===== config.mk =====
export PLATFORM = sky130hd
export DESIGN_NAME = tif_irq_ctrl
export DESIGN_NICKNAME = d
export VERILOG_FILES = /design/src/tif_pkg.sv /design/src/tif_flag_reg.sv /design/src/tif_irq_ctrl.sv /design/src/tif_wrap_det.sv
export VERILOG_INCLUDE_DIRS = /design/src
export SDC_FILE = /design/constraint.sdc
export NUM_CORES = 1
export LEC_CHECK = 0
export ABC_AREA = 1
export ABC_CLOCK_PERIOD_IN_PS = 2450
export BUFFER_PORTS_ARGS = -buffer_cell sky130_fd_sc_hd__buf_2
export CAP_MARGIN = 5
export CORE_MARGIN = 4
export CORE_UTILIZATION = 24
export CTS_CLUSTER_DIAMETER = 150
export DETAILED_ROUTE_END_ITERATION = 8
export PLACE_DENSITY_LB_ADDON = 0.12
export SLEW_MARGIN = 20
export SYNTH_ARGS = -nofsm -noshare
export SYNTH_HDL_FRONTEND = slang
export SYNTH_SLANG_ARGS = --single-unit

===== constraint.sdc =====
create_clock -name clk_sys -period 2.45 [get_ports clk_sys]
set_input_delay 0.3675 -clock clk_sys [delete_from_list [all_inputs] [get_ports clk_sys]]
set_output_delay 0.3675 -clock clk_sys [all_outputs]
set_load 0.02 [all_outputs]

===== src/tif_map.svh =====
// Register map, field positions, reset values and timing counts of the timer interrupt flag block
`ifndef TIF_MAP_SVH
`define TIF_MAP_SVH

// Byte-address width of the register bus
`define TIF_ADDR_W      18

// Register indices; the byte address is four times the index
`define TIF_IDX_EN_ONE  16'hfff3
`define TIF_IDX_EN_TWO  16'hfff4
`define TIF_IDX_REQ_ONE 16'hfff6
`define TIF_IDX_REQ_TWO 16'hfff7

// Field positions
`define TIF_BIT_TA_FLAG 7
`define TIF_BIT_TA_EN   5
`define TIF_BIT_TC_FLAG 7
`define TIF_BIT_TC_EN   1

// Implemented bits; the rest read as zero
`define TIF_MASK_EN_ONE  8'h3f
`define TIF_MASK_EN_TWO  8'h7f
`define TIF_MASK_REQ_ONE 8'h9f
`define TIF_MASK_REQ_TWO 8'hfd

// Reset values
`define TIF_RST_EN  8'h00
`define TIF_RST_REQ 8'h00

// Counter wrap end points
`define TIF_CNT_TOP 8'hff
`define TIF_CNT_BOT 8'h00

// Bus answers
`define TIF_RESP_OKAY   2'b00
`define TIF_RESP_SLVERR 2'b10

// Cycles from both write halves being held (do_wr) to bvalid
`define TIF_B_LAT 1

`endif


===== src/tif_pkg.sv =====
// Types shared by the timer interrupt flag block
package tif_pkg;

    // Request-one event pulses, in flag bit order 4..0
    typedef struct packed {
        logic ext_line_four;
        logic ext_line_three;
        logic async_event_counter_line;
        logic ext_line_one;
        logic ext_line_zero;
    } tif_evt_one_t;

    // Request-two event pulses other than timer C
    typedef struct packed {
        logic direct_transition;
        logic adc_done;
        logic timer_g;
        logic timer_fh;
        logic timer_fl;
        logic async_event_counter;
    } tif_evt_two_t;

    // Gated requests toward the core, one bit per flag
    typedef struct packed {
        logic [7:0] one;
        logic [7:0] two;
    } tif_irq_t;

    // Register selected by an address
    typedef enum logic [2:0] {
        TIF_SEL_EN_ONE,
        TIF_SEL_EN_TWO,
        TIF_SEL_REQ_ONE,
        TIF_SEL_REQ_TWO,
        TIF_SEL_NONE
    } tif_sel_t;

endpackage


===== src/tif_flag_reg.sv =====
// Sticky request flags: hardware sets, software writes zero to clear
`timescale 1ns/1ns
`include "tif_map.svh"
module tif_flag_reg
    import tif_pkg::*;
#(
    parameter logic [7:0] MASK = 8'hff
) (
    input  wire logic       clk_sys,
    input  wire logic       rstn,
    input  wire logic [7:0] set,
    input  wire logic       wr,
    input  wire logic [7:0] wr_data,
    output logic [7:0]      flags
);

    logic [7:0] next_flags;

    // A one written keeps the flag; a set in the same cycle beats the clear
    always_comb begin
        next_flags = wr ? (flags & wr_data) : flags;
        next_flags = (next_flags | set) & MASK;
    end

    always_ff @(posedge clk_sys or negedge rstn) begin
        if (!rstn) begin
            flags <= `TIF_RST_REQ;
        end else begin
            flags <= next_flags;
        end
    end

endmodule


===== src/tif_irq_ctrl.sv =====
// Timer interrupt request flags and enables behind an AXI4-Lite slave
// What this block does
// - Enable-one bit 5 lets the timer A request through when 1, blocks at 0.
// - Request-one flags set on timer A, lines four, three, one, zero, event counter.
// - Timer A flag, request-one bit 7, sets when its counter wraps ff to 00.
// - Writing 0 to the timer A flag clears it.
// - Enable-two bit 1 lets the timer C request through when 1.
// - Request-two flags set on direct transition, converter, timers G, FH, FL, C, counter.
// - Timer C flag, request-two bit 7, sets on ff to 00 or 00 to ff.
// - Writing 0 to the timer C flag clears it.
//
// Decided for this implementation: the AXI4-Lite slave port.
`timescale 1ns/1ns
`include "tif_map.svh"
module tif_irq_ctrl
    import tif_pkg::*;
(
    input  wire logic                   clk_sys,
    input  wire logic                   rstn,
    // AXI4-Lite write address
    input  wire logic [`TIF_ADDR_W-1:0] awaddr,
    input  wire logic [2:0]             awprot,
    input  wire logic                   awvalid,
    output logic                        awready,
    // AXI4-Lite write data
    input  wire logic [31:0]            wdata,
    input  wire logic [3:0]             wstrb,
    input  wire logic                   wvalid,
    output logic                        wready,
    // AXI4-Lite write response
    output logic [1:0]                  bresp,
    output logic                        bvalid,
    input  wire logic                   bready,
    // AXI4-Lite read address
    input  wire logic [`TIF_ADDR_W-1:0] araddr,
    input  wire logic [2:0]             arprot,
    input  wire logic                   arvalid,
    output logic                        arready,
    // AXI4-Lite read data
    output logic [31:0]                 rdata,
    output logic [1:0]                  rresp,
    output logic                        rvalid,
    input  wire logic                   rready,
    // Timer counters and event pulses, same clock
    input  wire logic [7:0]             timer_a_count,
    input  wire logic [7:0]             timer_c_count,
    input  wire tif_evt_one_t           evt_one,
    input  wire tif_evt_two_t           evt_two,
    // Requests toward the core
    output tif_irq_t                    irq,
    output logic                        irq_any
);

    // Byte address of a register index
    function automatic logic [`TIF_ADDR_W-1:0] idx_addr(input logic [15:0] idx);
        idx_addr = {idx, 2'b00};
    endfunction

    // Address decode shared by reads and writes
    function automatic tif_sel_t addr_sel(input logic [`TIF_ADDR_W-1:0] a);
        if (a == idx_addr(`TIF_IDX_EN_ONE)) begin
            addr_sel = TIF_SEL_EN_ONE;
        end else if (a == idx_addr(`TIF_IDX_EN_TWO)) begin
            addr_sel = TIF_SEL_EN_TWO;
        end else if (a == idx_addr(`TIF_IDX_REQ_ONE)) begin
            addr_sel = TIF_SEL_REQ_ONE;
        end else if (a == idx_addr(`TIF_IDX_REQ_TWO)) begin
            addr_sel = TIF_SEL_REQ_TWO;
        end else begin
            addr_sel = TIF_SEL_NONE;
        end
    endfunction

    logic [`TIF_ADDR_W-1:0] wr_addr;
    logic [7:0]             wr_data;
    logic                   wr_lane;
    logic                   aw_full;
    logic                   w_full;
    logic                   do_wr;
    tif_sel_t               wr_sel;
    tif_sel_t               rd_sel;
    logic [7:0]             en_one;
    logic [7:0]             en_two;
    logic [7:0]             req_one;
    logic [7:0]             req_two;
    logic [7:0]             set_one;
    logic [7:0]             set_two;
    logic                   ta_wrap;
    logic                   tc_wrap;
    logic                   wr_req1;
    logic                   wr_req2;
    logic [7:0]             rd_byte;

    // Protection bits carry no meaning here
    logic unused_prot;
    assign unused_prot = ^{awprot, arprot};

    // Timer A counts up only
    tif_wrap_det #(
        .DOWN_TOO (1'b0)
    ) u_ta_wrap (
        .clk_sys (clk_sys),
        .rstn    (rstn),
        .count   (timer_a_count),
        .wrap    (ta_wrap)
    );

    // Timer C wraps either way
    tif_wrap_det #(
        .DOWN_TOO (1'b1)
    ) u_tc_wrap (
        .clk_sys (clk_sys),
        .rstn    (rstn),
        .count   (timer_c_count),
        .wrap    (tc_wrap)
    );

    // One write at a time: address and data may come in either order
    assign awready = !aw_full && !bvalid;
    assign wready  = !w_full && !bvalid;
    assign do_wr   = aw_full && w_full;
    assign wr_sel  = addr_sel(wr_addr);

    always_ff @(posedge clk_sys or negedge rstn) begin
        if (!rstn) begin
            aw_full <= 1'b0;
            wr_addr <= '0;
        end else if (awvalid && awready) begin
            aw_full <= 1'b1;
            wr_addr <= awaddr;
        end else if (do_wr) begin
            aw_full <= 1'b0;
        end
    end

    // Only the low byte lane reaches the 8-bit registers
    always_ff @(posedge clk_sys or negedge rstn) begin
        if (!rstn) begin
            w_full  <= 1'b0;
            wr_data <= 8'h00;
            wr_lane <= 1'b0;
        end else if (wvalid && wready) begin
            w_full  <= 1'b1;
            wr_data <= wdata[7:0];
            wr_lane <= wstrb[0];
        end else if (do_wr) begin
            w_full  <= 1'b0;
        end
    end

    // Response one cycle after both halves are held; unmapped gets SLVERR
    always_ff @(posedge clk_sys or negedge rstn) begin
        if (!rstn) begin
            bvalid <= 1'b0;
            bresp  <= `TIF_RESP_OKAY;
        end else if (do_wr) begin
            bvalid <= 1'b1;
            bresp  <= (wr_sel == TIF_SEL_NONE) ? `TIF_RESP_SLVERR : `TIF_RESP_OKAY;
        end else if (bready) begin
            bvalid <= 1'b0;
        end
    end

    // Enable registers, written only when lane 0 is strobed
    always_ff @(posedge clk_sys or negedge rstn) begin
        if (!rstn) begin
            en_one <= `TIF_RST_EN;
            en_two <= `TIF_RST_EN;
        end else if (do_wr && wr_lane) begin
            if (wr_sel == TIF_SEL_EN_ONE) begin
                en_one <= wr_data & `TIF_MASK_EN_ONE;
            end
            if (wr_sel == TIF_SEL_EN_TWO) begin
                en_two <= wr_data & `TIF_MASK_EN_TWO;
            end
        end
    end

    // Flag writes: zero clears, one keeps
    assign wr_req1 = do_wr && wr_lane && wr_sel == TIF_SEL_REQ_ONE;
    assign wr_req2 = do_wr && wr_lane && wr_sel == TIF_SEL_REQ_TWO;

    // Hardware set sources in flag bit order
    always_comb begin
        set_one = {ta_wrap, 2'b00, evt_one};
        set_two = {tc_wrap, evt_two.direct_transition, evt_two.adc_done,
                   evt_two.timer_g, evt_two.timer_fh, evt_two.timer_fl,
                   1'b0, evt_two.async_event_counter};
    end

    tif_flag_reg #(
        .MASK (`TIF_MASK_REQ_ONE)
    ) u_req_one (
        .clk_sys (clk_sys),
        .rstn    (rstn),
        .set     (set_one),
        .wr      (wr_req1),
        .wr_data (wr_data),
        .flags   (req_one)
    );

    tif_flag_reg #(
        .MASK (`TIF_MASK_REQ_TWO)
    ) u_req_two (
        .clk_sys (clk_sys),
        .rstn    (rstn),
        .set     (set_two),
        .wr      (wr_req2),
        .wr_data (wr_data),
        .flags   (req_two)
    );

    // Requests gated by their enables; timer A and C enables sit off their flag bits
    always_comb begin
        irq.one = req_one & {en_one[`TIF_BIT_TA_EN], 2'b00, en_one[4:0]};
        irq.two = req_two & {en_two[`TIF_BIT_TC_EN], en_two[6:2], 1'b0, en_two[0]};
        irq_any = |{irq.one, irq.two};
    end

    // Read side: data registered at the address handshake
    assign arready = !rvalid;
    assign rd_sel  = addr_sel(araddr);

    always_comb begin
        unique case (rd_sel)
            TIF_SEL_EN_ONE:  rd_byte = en_one;
            TIF_SEL_EN_TWO:  rd_byte = en_two;
            TIF_SEL_REQ_ONE: rd_byte = req_one;
            TIF_SEL_REQ_TWO: rd_byte = req_two;
            default:         rd_byte = 8'h00;
        endcase
    end

    // Reads have no side effects, so a flag is never lost to a status poll
    always_ff @(posedge clk_sys or negedge rstn) begin
        if (!rstn) begin
            rvalid <= 1'b0;
            rdata  <= 32'h0000_0000;
            rresp  <= `TIF_RESP_OKAY;
        end else if (arvalid && arready) begin
            rvalid <= 1'b1;
            rdata  <= {24'h00_0000, rd_byte};
            rresp  <= (rd_sel == TIF_SEL_NONE) ? `TIF_RESP_SLVERR : `TIF_RESP_OKAY;
        end else if (rready) begin
            rvalid <= 1'b0;
        end
    end
endmodule


===== src/tif_wrap_det.sv =====
// Detects an 8-bit counter wrapping over its top or bottom
`timescale 1ns/1ns
`include "tif_map.svh"
module tif_wrap_det
    import tif_pkg::*;
#(
    parameter bit DOWN_TOO = 1'b0
) (
    input  wire logic       clk_sys,
    input  wire logic       rstn,
    input  wire logic [7:0] count,
    output logic            wrap
);

    logic [7:0] prev;
    logic       primed;

    // Previous value; primed blocks a false wrap against the reset value
    always_ff @(posedge clk_sys or negedge rstn) begin
        if (!rstn) begin
            prev   <= `TIF_CNT_BOT;
            primed <= 1'b0;
        end else begin
            prev   <= count;
            primed <= 1'b1;
        end
    end

    // Overflow top to bottom, and underflow when asked for
    always_comb begin
        wrap = primed && prev == `TIF_CNT_TOP && count == `TIF_CNT_BOT;
        if (DOWN_TOO && primed && prev == `TIF_CNT_BOT && count == `TIF_CNT_TOP) begin
            wrap = 1'b1;
        end
    end

endmodule

=== After elaboration in Yosys (flattened, before gate mapping) ===
Index checks and enable logic that the tools add are counted.

* Input port bits: 112
* Flip-flop bits (word level): 86

* Reductions and logical operators: 31
* Multiplexer cells: 21
* Bitwise gates (word level): 6
* Eq/ne operators: 19

{| class="wikitable"
|+ Operators by type and width
! operator !! count
|-
| $eq A18 B18 Y1 const B || 8
|-
| $and A8 B8 Y8 || 4
|-
| $pmux W8 S4 || 1
|-
| $eq A8 B8 Y1 const B || 3
|-
| $logic_not A8 Y1 || 3
|-
| $mux W3 || 8
|-
| $mux W8 || 2
|-
| $or A8 B8 Y8 || 2
|-
| $reduce_or A16 Y1 || 1
|-
| $logic_and A1 B1 Y1 || 15
|-
| $eq A3 B2 Y1 const B || 4
|-
| $mux W1 || 8
|-
| $reduce_bool A2 Y1 || 4
|-
| $eq A3 B1 Y1 const B || 2
|-
| $eq A3 B3 Y1 const B || 2
|-
| $logic_not A3 Y1 || 2
|-
| $logic_not A1 Y1 || 4
|-
| $mux W2 || 2
|-
| $reduce_and A2 Y1 || 2
|}

=== Depth between registers and ports, before layout ===
Gate-level depths: netlist of the first run.

* Word-level depth: 9
* Gate-level depth with buffers: 9
* Depth with buffers taken out: 9

=== Cells and area by module ===
From an unflattened synthesis of the first run, not the netlist that was laid out.

* Cell total of the unflattened synthesis: 521
* Area, all modules: 4,264.1 um^2

{| class="wikitable"
|+ By module, submodules not included
! module !! times used !! seq. area each (um^2) !! area an instance (um^2) !! cells each
|-
| tif_irq_ctrl || 1 || 1,351.3 || 2,977.9 || 361
|-
| tif_wrap_det at u_tc_wrap || 1 || 225.2 || 367.9 || 44
|-
| tif_wrap_det at u_ta_wrap || 1 || 225.2 || 319.1 || 33
|-
| tif_flag_reg at u_req_two || 1 || 175.2 || 317.8 || 44
|-
| tif_flag_reg at u_req_one || 1 || 150.1 || 281.5 || 39
|}

=== Worst setup path before layout of the first run ===
No wires, ideal clock.

* Kind: reg-to-reg
* Start: register bvalid
* End: register wr_addr[10]
* Path slack: 0.870 ns
* Path buffers: 1
* Stages on the path, launching flop included: 5
* Arrival: 1.452 ns
* Data required time: 2.322 ns
* Library setup time: 0.128 ns
* Cell sequence: dfrtp_1 nor2_1 nand2_1 buf_2 mux2_1

* Cells in the longest elaborated chain, start to end: 3

{| class="wikitable"
|+ Ends and longest elaborated chain
! element !! line !! text
|-
| start, declared || tif_irq_ctrl.sv:32 || <nowiki>output logic bvalid,</nowiki>
|-
| start signal, assigned || tif_irq_ctrl.sv:154 || <nowiki>bvalid <= 1'b0;</nowiki>
|-
| start signal, assigned || tif_irq_ctrl.sv:157 || <nowiki>bvalid <= 1'b1;</nowiki>
|-
| start signal, assigned || tif_irq_ctrl.sv:160 || <nowiki>bvalid <= 1'b0;</nowiki>
|-
| $logic_not A1 Y1 || tif_irq_ctrl.sv:119 || <nowiki>assign awready = !aw_full && !bvalid;</nowiki>
|-
| $logic_and A1 B1 Y1 || tif_irq_ctrl.sv:119 ||
|-
| net awready || tif_irq_ctrl.sv:24 || <nowiki>output logic awready,</nowiki>
|-
| $logic_and A1 B1 Y1 || tif_irq_ctrl.sv:128 || <nowiki>end else if (awvalid && awready) begin</nowiki>
|-
| end signal, assigned || tif_irq_ctrl.sv:130 || <nowiki>wr_addr <= awaddr;</nowiki>
|-
| end, declared || tif_irq_ctrl.sv:74 || <nowiki>logic [`TIF_ADDR_W-1:0] wr_addr;</nowiki>
|}

The timed path passes the listed nets, and every way through them passes these cells.
A chain may end at the register's enable or synchronous reset.

=== Worst setup path after layout of the first run ===
* Start: register u_req_two.flags[4]
* End: output irq_any

* Cells in the longest elaborated chain, start to end: 2

{| class="wikitable"
|+ Ends and longest elaborated chain
! element !! line !! text
|-
| start, declared || tif_flag_reg.sv:14 || <nowiki>output logic [7:0] flags</nowiki>
|-
| start signal, assigned || tif_flag_reg.sv:27 || <nowiki>flags <= `TIF_RST_REQ;</nowiki>
|-
| start signal, assigned || tif_flag_reg.sv:29 || <nowiki>flags <= next_flags;</nowiki>
|-
| $and A8 B8 Y8 || tif_irq_ctrl.sv:216 || <nowiki>irq.two = req_two & {en_two[`TIF_BIT_TC_EN], en_two[6:2], 1'b0, en_two[0]};</nowiki>
|-
| $reduce_or A16 Y1 || tif_irq_ctrl.sv:217 || <nowiki>irq_any = |{irq.one, irq.two};</nowiki>
|-
| end, declared || tif_irq_ctrl.sv:51 || <nowiki>output logic irq_any</nowiki>
|}

No other way between the ends.

==> metrics.md, run 1 <==
| Metric | Value |
|---|---|
| Die Y | `roughly 140 um` |
| Tmin final | `between 1500 and 2000 ps` |
| Number of global-route vias before repair | `3255` |
| Core area | `16500 um^2` |
| Compound-Gate Fraction of Synth Area | `5.98%` |
| Synth Area per Inst | `around 9 um^2` |
| DRC viols | `0` |
| Fin crit share | `between 70% and 80%` |
| Sequential area share after synthesis | `~52%` |
| Run status | `finished clean` |
| H-tree levels | `3` |
| DIE WIDTH | `approximately 140 um` |
| Row count | `between 40 and 50` |
| Syn Inst Count | `446` |
| Avg WL per Cell | `13.5 um` |
| Crit path required time | `between 2000 and 2500 ps` |
| Setup TNS | `0 ps` |
| Port bufs | `107` |
| Post-synthesis xor/xnor area fraction | `0%` |
| Layout cells sized above 1 | `between 30% and 40%` |
| Ys Warns | `0` |
| DP Wirelength | `8.36 mm` |
| Global-route wire length before repair | `roughly 16 mm` |
| Register-to-register setup slack | `approximately 800 ps` |
| CP Capture Type | `output port` |
| DRT Pass-1 Iters | `4` |
| Reg clk slew, reported paths | `about 60 ps` |
| CTS root buffer | `clkbuf_16` |
| CTS tree | `built` |
| Vias per cell | `just over 4` |
| Max-Cap Viols | `0` |
| Hold Path Class | `input port to flop` |
| Drt initial violations | `124` |
| CTS Buf Count | `9` |
| Worst r2r dst | `wr_addr[11]` |
| Clock Latency Late Sink | `~340 ps` |
| GRT Total Usage | `about 11%` |
| WL final | `10.6 mm` |
| Worst Path Max Fanout | `3` |
| Adder-cell share of the synthesized area | `0%` |
| Area Overhead vs Synth | `24.8%` |
| Clock skew | `roughly 6.7 ps` |
| Largest vdd supply drop | `0.746 mV` |
| Largest net degree at the start of global routing | `35` |
| Vias | `approximately 3.3k` |
| Number of fill cells | `between 1.5k and 2k` |
| Ratio of total power to cell area | `813 nW/um^2` |
| RSZ-0062 raised after global routing | `false` |
| Synth Cell Area | `roughly 4000 um^2` |
| Fin. Hold Viols | `0` |
| Diodes inserted | `0` |
| Final Setup Violations | `0` |
| Least-Margin Pin Slew | `about 840 ps` |
| # nets final | `about 670` |
| Fin. max-slew vios | `0` |
| Leakage | `2.61 nW` |
| Simple-Gate Fraction of Synth Area | `approximately 26%` |
| Hold path start | `timer_a_count[2]` |
| Clk sinks | `84` |
| Fmax | `543 MHz` |
| Rel. slew slack | `around 44%` |
| Worst Hold Endpoint | `u_ta_wrap.prev[2]` |
| Multiplexer area fraction after synthesis | `4.74%` |
| Synth unique cells | `32` |
| Reg2reg start | `aw_full` |
| CP Class | `flop to output port` |
| Synth Register Bits | `84` |
| Worst reg-to-reg path cell count | `3` |
| Initial antenna violation count | `2` |
| Gpl congestion | `approximately 0.78` |
| Max Root-Sink Buffers | `2` |
| Top-level port count | `between 150 and 200` |
| Total power | `~4.1 mW` |
| Die area | `about 19000 um^2` |
| Starting Density | `24.4%` |
| Routed Antenna Nets | `0` |
| Gr ovfl total | `0` |
| Data arrival, critical path | `about 1500 ps` |
| Crit path launch type | `flop` |
| Post-CTS setup buffers | `0` |
| Largest family of logic cells by synthesized area | `simple AND/OR/NAND/NOR gates` |
| Hold Path Stages | `1` |
-- routing by layer --
metal | global-route usage, % | up-vias | share of wire, %
met4 | 2.85 | 4 | 1.1
met5 | 0 | - | 0.26
met2 | 18.2 | 110 | 46
li1 | - | 1623 | -
met1 | 14.1 | 1511 | 45
met3 | 4.93 | 12 | 8.3
-- worst max-delay path, stage by stage (launching register included) --
cell and delay, ps:
dfrtp_1 440, nand2_1 80, inv_1 60, nor4_1 280, nand3_1 110, buf_2 170
-- area by class of cell --
cell class	instances	area, um^2	share of cell area (%)
inverters	50	191	3.80
flip-flops and latches	84	2100	41.7
repair buffers	110	576	11.4
multi-input cells	304	1590	31.5
clock buffers	9	225	4.47
well taps	220	275	5.46
clock inverters	7	81.3	1.61
-- Yosys cell counts --
library cell	count	area (um^2)
nand3_2	2	20.0
o21ai_0	4	20.0
nor3b_4	1	18.8
inv_1	44	165
o21a_1	6	45.0
dfrtp_1	84	2100
clkinv_1	1	3.75
buf_1	2	7.51
nor3_1	2	10.0
nand3b_2	1	11.3
o21ai_1	12	60.1
inv_2	3	11.3
nor2_1	30	113
nor3_2	1	10.0
nand4_4	1	21.3
nor2_4	2	22.5
buf_4	29	218
buf_6	2	22.5
nand3_1	33	165
clkinv_2	1	5.00
nand2_2	8	50.1
buf_2	3	15.0
nand4_1	21	131
nand2_1	100	375
mux2_2	12	135
mux2_1	5	56.3
nor2_2	7	43.8
nor4_1	8	50.1
a21oi_1	11	55.1
o21ai_2	7	61.3
conb_1	2	7.51
inv_4	1	6.26
-- metrics by stage --
stage	worst slack (ps)	instances	hold WS (ps)	util [%]	area, um^2
floorplan	870	474	71.9	-	4140
global route	452	784	118	30.5	5040
detailed placement	771	767	366	28.6	4720
CTS	571	784	121	30.5	5040
finish	610	784	141	30.5	5040
global placement	783	767	361	28.6	4720
-- layout by cell type, fill, tap and decap left out, types with 5 or more instances in the layout --
master,instances
a21oi_1,11
mux2_1,5
o21ai_2,7
o21a_1,6
buf_2,106
nor2_1,30
inv_1,44
nand2_1,100
clkbuf_16,9
nand2_2,8
nor4_1,8
o21ai_1,12
dfrtp_1,84
nand4_1,21
nand3_1,33
conb_1,30
nor2_2,7
mux2_2,12
-- worst max-delay path by stage --
stage | endpoint | startpoint | cells past startpoint
after floorplan | wr_addr[10] | bvalid | 4
after global placement | wr_addr[10] | aw_full | 3
after detailed placement | wr_addr[11] | aw_full | 3
after CTS | irq_any | u_req_two.flags[4] | 5
after global routing | irq_any | u_req_two.flags[4] | 5
final | irq_any | u_req_two.flags[4] | 5
-- cells by family after synthesis --
group	after synthesis
other	2
buffers and inverters	86
DFF	84
muxes	17
and+or+nand+nor	217
AOI/OAI and AO/OA	40
-- power breakdown --
group          switching (mW)  internal [mW]  leakage, nW
sequential              0.159           1.66        0.983
combinational           0.540          0.329         1.48
clock                   0.601          0.806        0.147
-- state kept, by name, indices dropped and copies added, names as in the netlist, 6 cells and up --
signal           count
en_two               7
u_req_one.flags      6
u_req_two.flags      7
en_one               6
u_tc_wrap.prev       8
u_ta_wrap.prev       8
wr_addr             18
rdata                8
wr_data              8
-- repair_timing --
item                       CTS  global route
setup endpoints to repair    0             0
resized for setup            0             0
hold buffers                 1             0
hold endpoints to repair    32             0
(Power assumes the default switching activity.)
==> inputs of run 2 (changes only) <==
--- a/config.mk
+++ b/config.mk
@@ -6,8 +6,8 @@
 export SDC_FILE = /design/constraint.sdc
 export NUM_CORES = 1
 export LEC_CHECK = 0
-export ABC_AREA = 1
-export ABC_CLOCK_PERIOD_IN_PS = 2450
+export ABC_AREA = 0
+export ABC_CLOCK_PERIOD_IN_PS = 1700
 export BUFFER_PORTS_ARGS = -buffer_cell sky130_fd_sc_hd__buf_2
 export CAP_MARGIN = 5
 export CORE_MARGIN = 4
==> constraint.sdc (replaced) <==
create_clock -name clk_sys -period 1.7 [get_ports clk_sys]
set_input_delay 0.255 -clock clk_sys [delete_from_list [all_inputs] [get_ports clk_sys]]
set_output_delay 0.255 -clock clk_sys [all_outputs]
set_load 0.02 [all_outputs]
==> run 2 against run 1 <==
  * Worst setup slack got worse by 1600 ps
  * Synthesized cell count fell by 31%
  * Critical path type unchanged
  * The run now ends with negative setup slack left
  * Largest power group unchanged
  * Count of clock-buffer cells in the layout rose by 2
  * Largest cell class unchanged
==> metrics.md, run 2 <==
| Metric | Value |
|---|---|
| Run status | `finished with violations (was finished clean)` |
| Failing checks | `negative setup slack` |
| Fin. max-slew vios | `0 (unchanged)` |
| Leakage | `2.55 nW (was 2.61 nW)` |
| Avg WL per Cell | `14.6 um (was 13.5 um)` |
| Hold path start | `timer_a_count[6] (was timer_a_count[2])` |
| Syn Inst Count | `308 (was 446)` |
| Vias per cell | `4.12 (was 4.16)` |
| Initial antenna violation count | `2 (unchanged)` |
| RSZ-0062 raised after global routing | `true (was false)` |
| List of most frequent post-synthesis cells | `dfrtp_1 (84), buf_4 (31), nor2_1 (28) (was nand2_1 (100), dfrtp_1 (84), inv_1 (44))` |
| Gpl congestion | `0.752 (was 0.776)` |
| Fin crit share | `156%` |
| Layout cells sized above 1 | `48.0% (was 30.5%)` |
| EDFF count, synth | `0 (unchanged)` |
| Core area | `15300 um^2 (was 16500 um^2)` |
| Clk sinks | `84 (unchanged)` |
| Synth Area per Inst | `12.3 um^2 (was 9.06 um^2)` |
| Max Root-Sink Buffers | `2 (unchanged)` |
| Synth Register Bits | `84 (unchanged)` |
| Crit path required time | `1440 ps (was 2080 ps)` |
| DP Wirelength | `7.66 mm (was 8.36 mm)` |
| Max-Cap Viols | `0 (unchanged)` |
| Synth Cell Area | `3780 um^2 (was 4040 um^2)` |
| Crit path launch type | `flop (unchanged)` |
| Top-level port count | `170 (unchanged)` |
| Starting Density | `24.7% (was 24.4%)` |
| Setup TNS | `-2670 ps (was 0 ps)` |
| Cells along the critical path | `and2_4, or4_4, or4_4, or4_4, buf_6 (was nand2_1, inv_1, nor4_1, nand3_1, buf_2)` |
| Drt initial violations | `114 (was 124)` |
| Area Overhead vs Synth | `37.8% (was 24.8%)` |
| DIE WIDTH | `133 um (was 138 um)` |
| Data arrival, critical path | `2390 ps (was 1470 ps)` |
| Slowest stage cell, crit path | `or4_4 (was dfrtp_1)` |
| DRC viols | `0 (unchanged)` |
| Hold slack | `32.7 ps (was 141 ps)` |
| Fin. Hold Viols | `0 (unchanged)` |
| Die area | `17800 um^2 (was 19000 um^2)` |
| Final Setup Violations | `14 (was 0)` |
| Row count | `45 (was 47)` |
| Vias | `2826 (was 3260)` |
| Die Y | `133 um (was 138 um)` |
| Clock skew | `5.21 ps (was 6.75 ps)` |
| Most common cell after layout, fill and taps aside | `buf_2 (unchanged)` |
| # nets final | `583 (was 671)` |
| Port bufs | `107 (unchanged)` |
| Number of fill cells | `1593 (was 1805)` |
| Routed Antenna Nets | `0 (unchanged)` |
| GRT Total Usage | `11.6% (was 11.4%)` |
| Reg with most FFs | `wr_addr (unchanged)` |
| CTS Buf Count | `9 (unchanged)` |
| H-tree levels | `3 (unchanged)` |
| Number of global-route vias before repair | `2929 (was 3255)` |
| Ratio of total power to cell area | `1120 nW/um^2 (was 813 nW/um^2)` |
| Final worst setup slack | `-946 ps (was 610 ps)` |
| Area contributors post-synth | `dfrtp_1 (56%), mux2_2 (8.1%), buf_4 (6.2%) (was dfrtp_1 (52%), nand2_1 (9.3%), buf_4 (5.4%))` |
| Synth area leader | `dfrtp_1 (unchanged)` |
| Tmin final | `between 2000 and 3000 ps` |
| Diodes inserted | `0 (unchanged)` |
| Share of the synthesized area in the top cell type | `55.7% (was 52.0%)` |
| Total power | `5.82 mW (was 4.09 mW)` |
| Synth Flop Type | `dfrtp_1 (unchanged)` |
| Synth unique cells | `39 (was 32)` |
| Sequential area share after synthesis | `55.7% (was 52.0%)` |
| Asr flop ratio synth | `100% (unchanged)` |
| CTS tree | `built (unchanged)` |
| WL final | `9.99 mm (was 10.6 mm)` |
| Global-route wire length before repair | `15.7 mm (was 16.4 mm)` |
| Most frequent cells in the layout | `buf_2 (105), dfrtp_1 (84), buf_4 (51) (was buf_2 (106), nand2_1 (100), dfrtp_1 (84))` |
| Most numerous cell in the Yosys netlist | `dfrtp_1 (was nand2_1)` |
| Worst Path Max Fanout | `2 (was 3)` |
| Reg clk slew, reported paths | `60 ps (about the same)` |
| Most used cell, CP | `or4_4` |
| Reg2reg start | `wr_addr[13] (was aw_full)` |
| Max FFs per register | `18 (unchanged)` |
| DRT Pass-1 Iters | `4 (unchanged)` |
| Fmax | `378 MHz` |
| Biggest cell delay along the critical path | `530 ps (was 440 ps)` |
| Largest net degree at the start of global routing | `85 (was 35)` |
| Clock Latency Late Sink | `340 ps (about the same)` |
| Hold Path Class | `input port to flop (unchanged)` |
| Gr ovfl total | `0 (unchanged)` |
| CP Class | `flop to output port (unchanged)` |
| CP startpoint | `en_one[0] (was u_req_two.flags[4])` |
| Pre-CTS WS | `-664 ps (was 771 ps)` |
| Ys Warns | `0 (unchanged)` |
| CTS root buffer | `clkbuf_16 (unchanged)` |
| CP Capture Type | `output port (unchanged)` |
| Largest vdd supply drop | `0.640 mV (was 0.746 mV)` |
run 2: cell count changes after synthesis, moves of 13 or more:
cell	delta
nand2_1	-92
and2_1	+15
mux2_2	+15
inv_1	-38
mux2_4	+13
nand4_1	-13
nand3_1	-31
run 2: final timing paths:
| path | cells past startpoint | endpoint | slack (ps) |
|---|---|---|---|
| max | 5 | irq_any | -950 |
| min | 1 | u_ta_wrap.prev[6] | 30 |
| max reg2reg | 4 | en_one[1] | -140 |
| min reg2reg | 1 | rdata[6] | 490 |
| max in group asynchronous | 3 | bvalid | 840 |
| min in group asynchronous | 3 | rdata[1] | 490 |
run 2: repair_timing:
action                                 4_1_cts  5_1_grt
pin swaps                                    0        2
setup endpoints to repair                   14       25
hold buffers                                 1        0
endpoints found under the hold margin       84        0
setup buffers                                1        0
resized for setup                            9        3
run 2: area by class of cell:
class / instances / area (um^2) / area share [%]
Clock buffer: 11 / 253 / 4.86
Clock inverter: 4 / 25.0 / 0.481
Inverter: 6 / 22.5 / 0.433
Multi-Input combinational cell: 209 / 1550 / 29.7
Sequential cell: 84 / 2100 / 40.4
Tap cell: 211 / 264 / 5.07
Timing Repair Buffer: 161 / 990 / 19.0
run 2: routing by layer:
metal | vias up | share of wire [%] | global-route usage, %
met5 | - | 0.25 | 0
met4 | 4 | 1.0 | 4.11
met3 | 11 | 7.4 | 4.19
met2 | 106 | 47 | 18.3
met1 | 1327 | 44 | 14.7
li1 | 1378 | - | -
run 2: kinds of logic after synthesis:
logic type             Yosys count  synth area share [%]
AND/OR/NAND/NOR                 91                  13.9
flip-flops                      84                  55.7
multiplexers                    50                  15.9
buffers and inverters           43                  7.46
AO/OA/AOI/OAI                   38                  6.96
other                            2                 0.199
run 2: through the flow:
stage | area [um^2] | utilization, % | instances
2_1_floorplan | 3910 | - | 336
6_report | 5200 | 34.0 | 686
3_5_place_dp | 4890 | 31.9 | 672
5_1_grt | 5200 | 34.0 | 686
4_1_cts | 5220 | 34.1 | 689
3_3_place_gp | 4890 | 31.9 | 672
run 2: power by group:
group / switching, mW / internal [mW]
logic: 0.586 / 0.713
clock network: 0.774 / 1.06
registers: 0.297 / 2.39
total: 1.66 / 4.16
run 2: worst max-delay path: cells and delay by family (launching register included):
kind          cells  cell delay, ps
flops             1             370
simple gates      4            1540
buf+inv           1             140
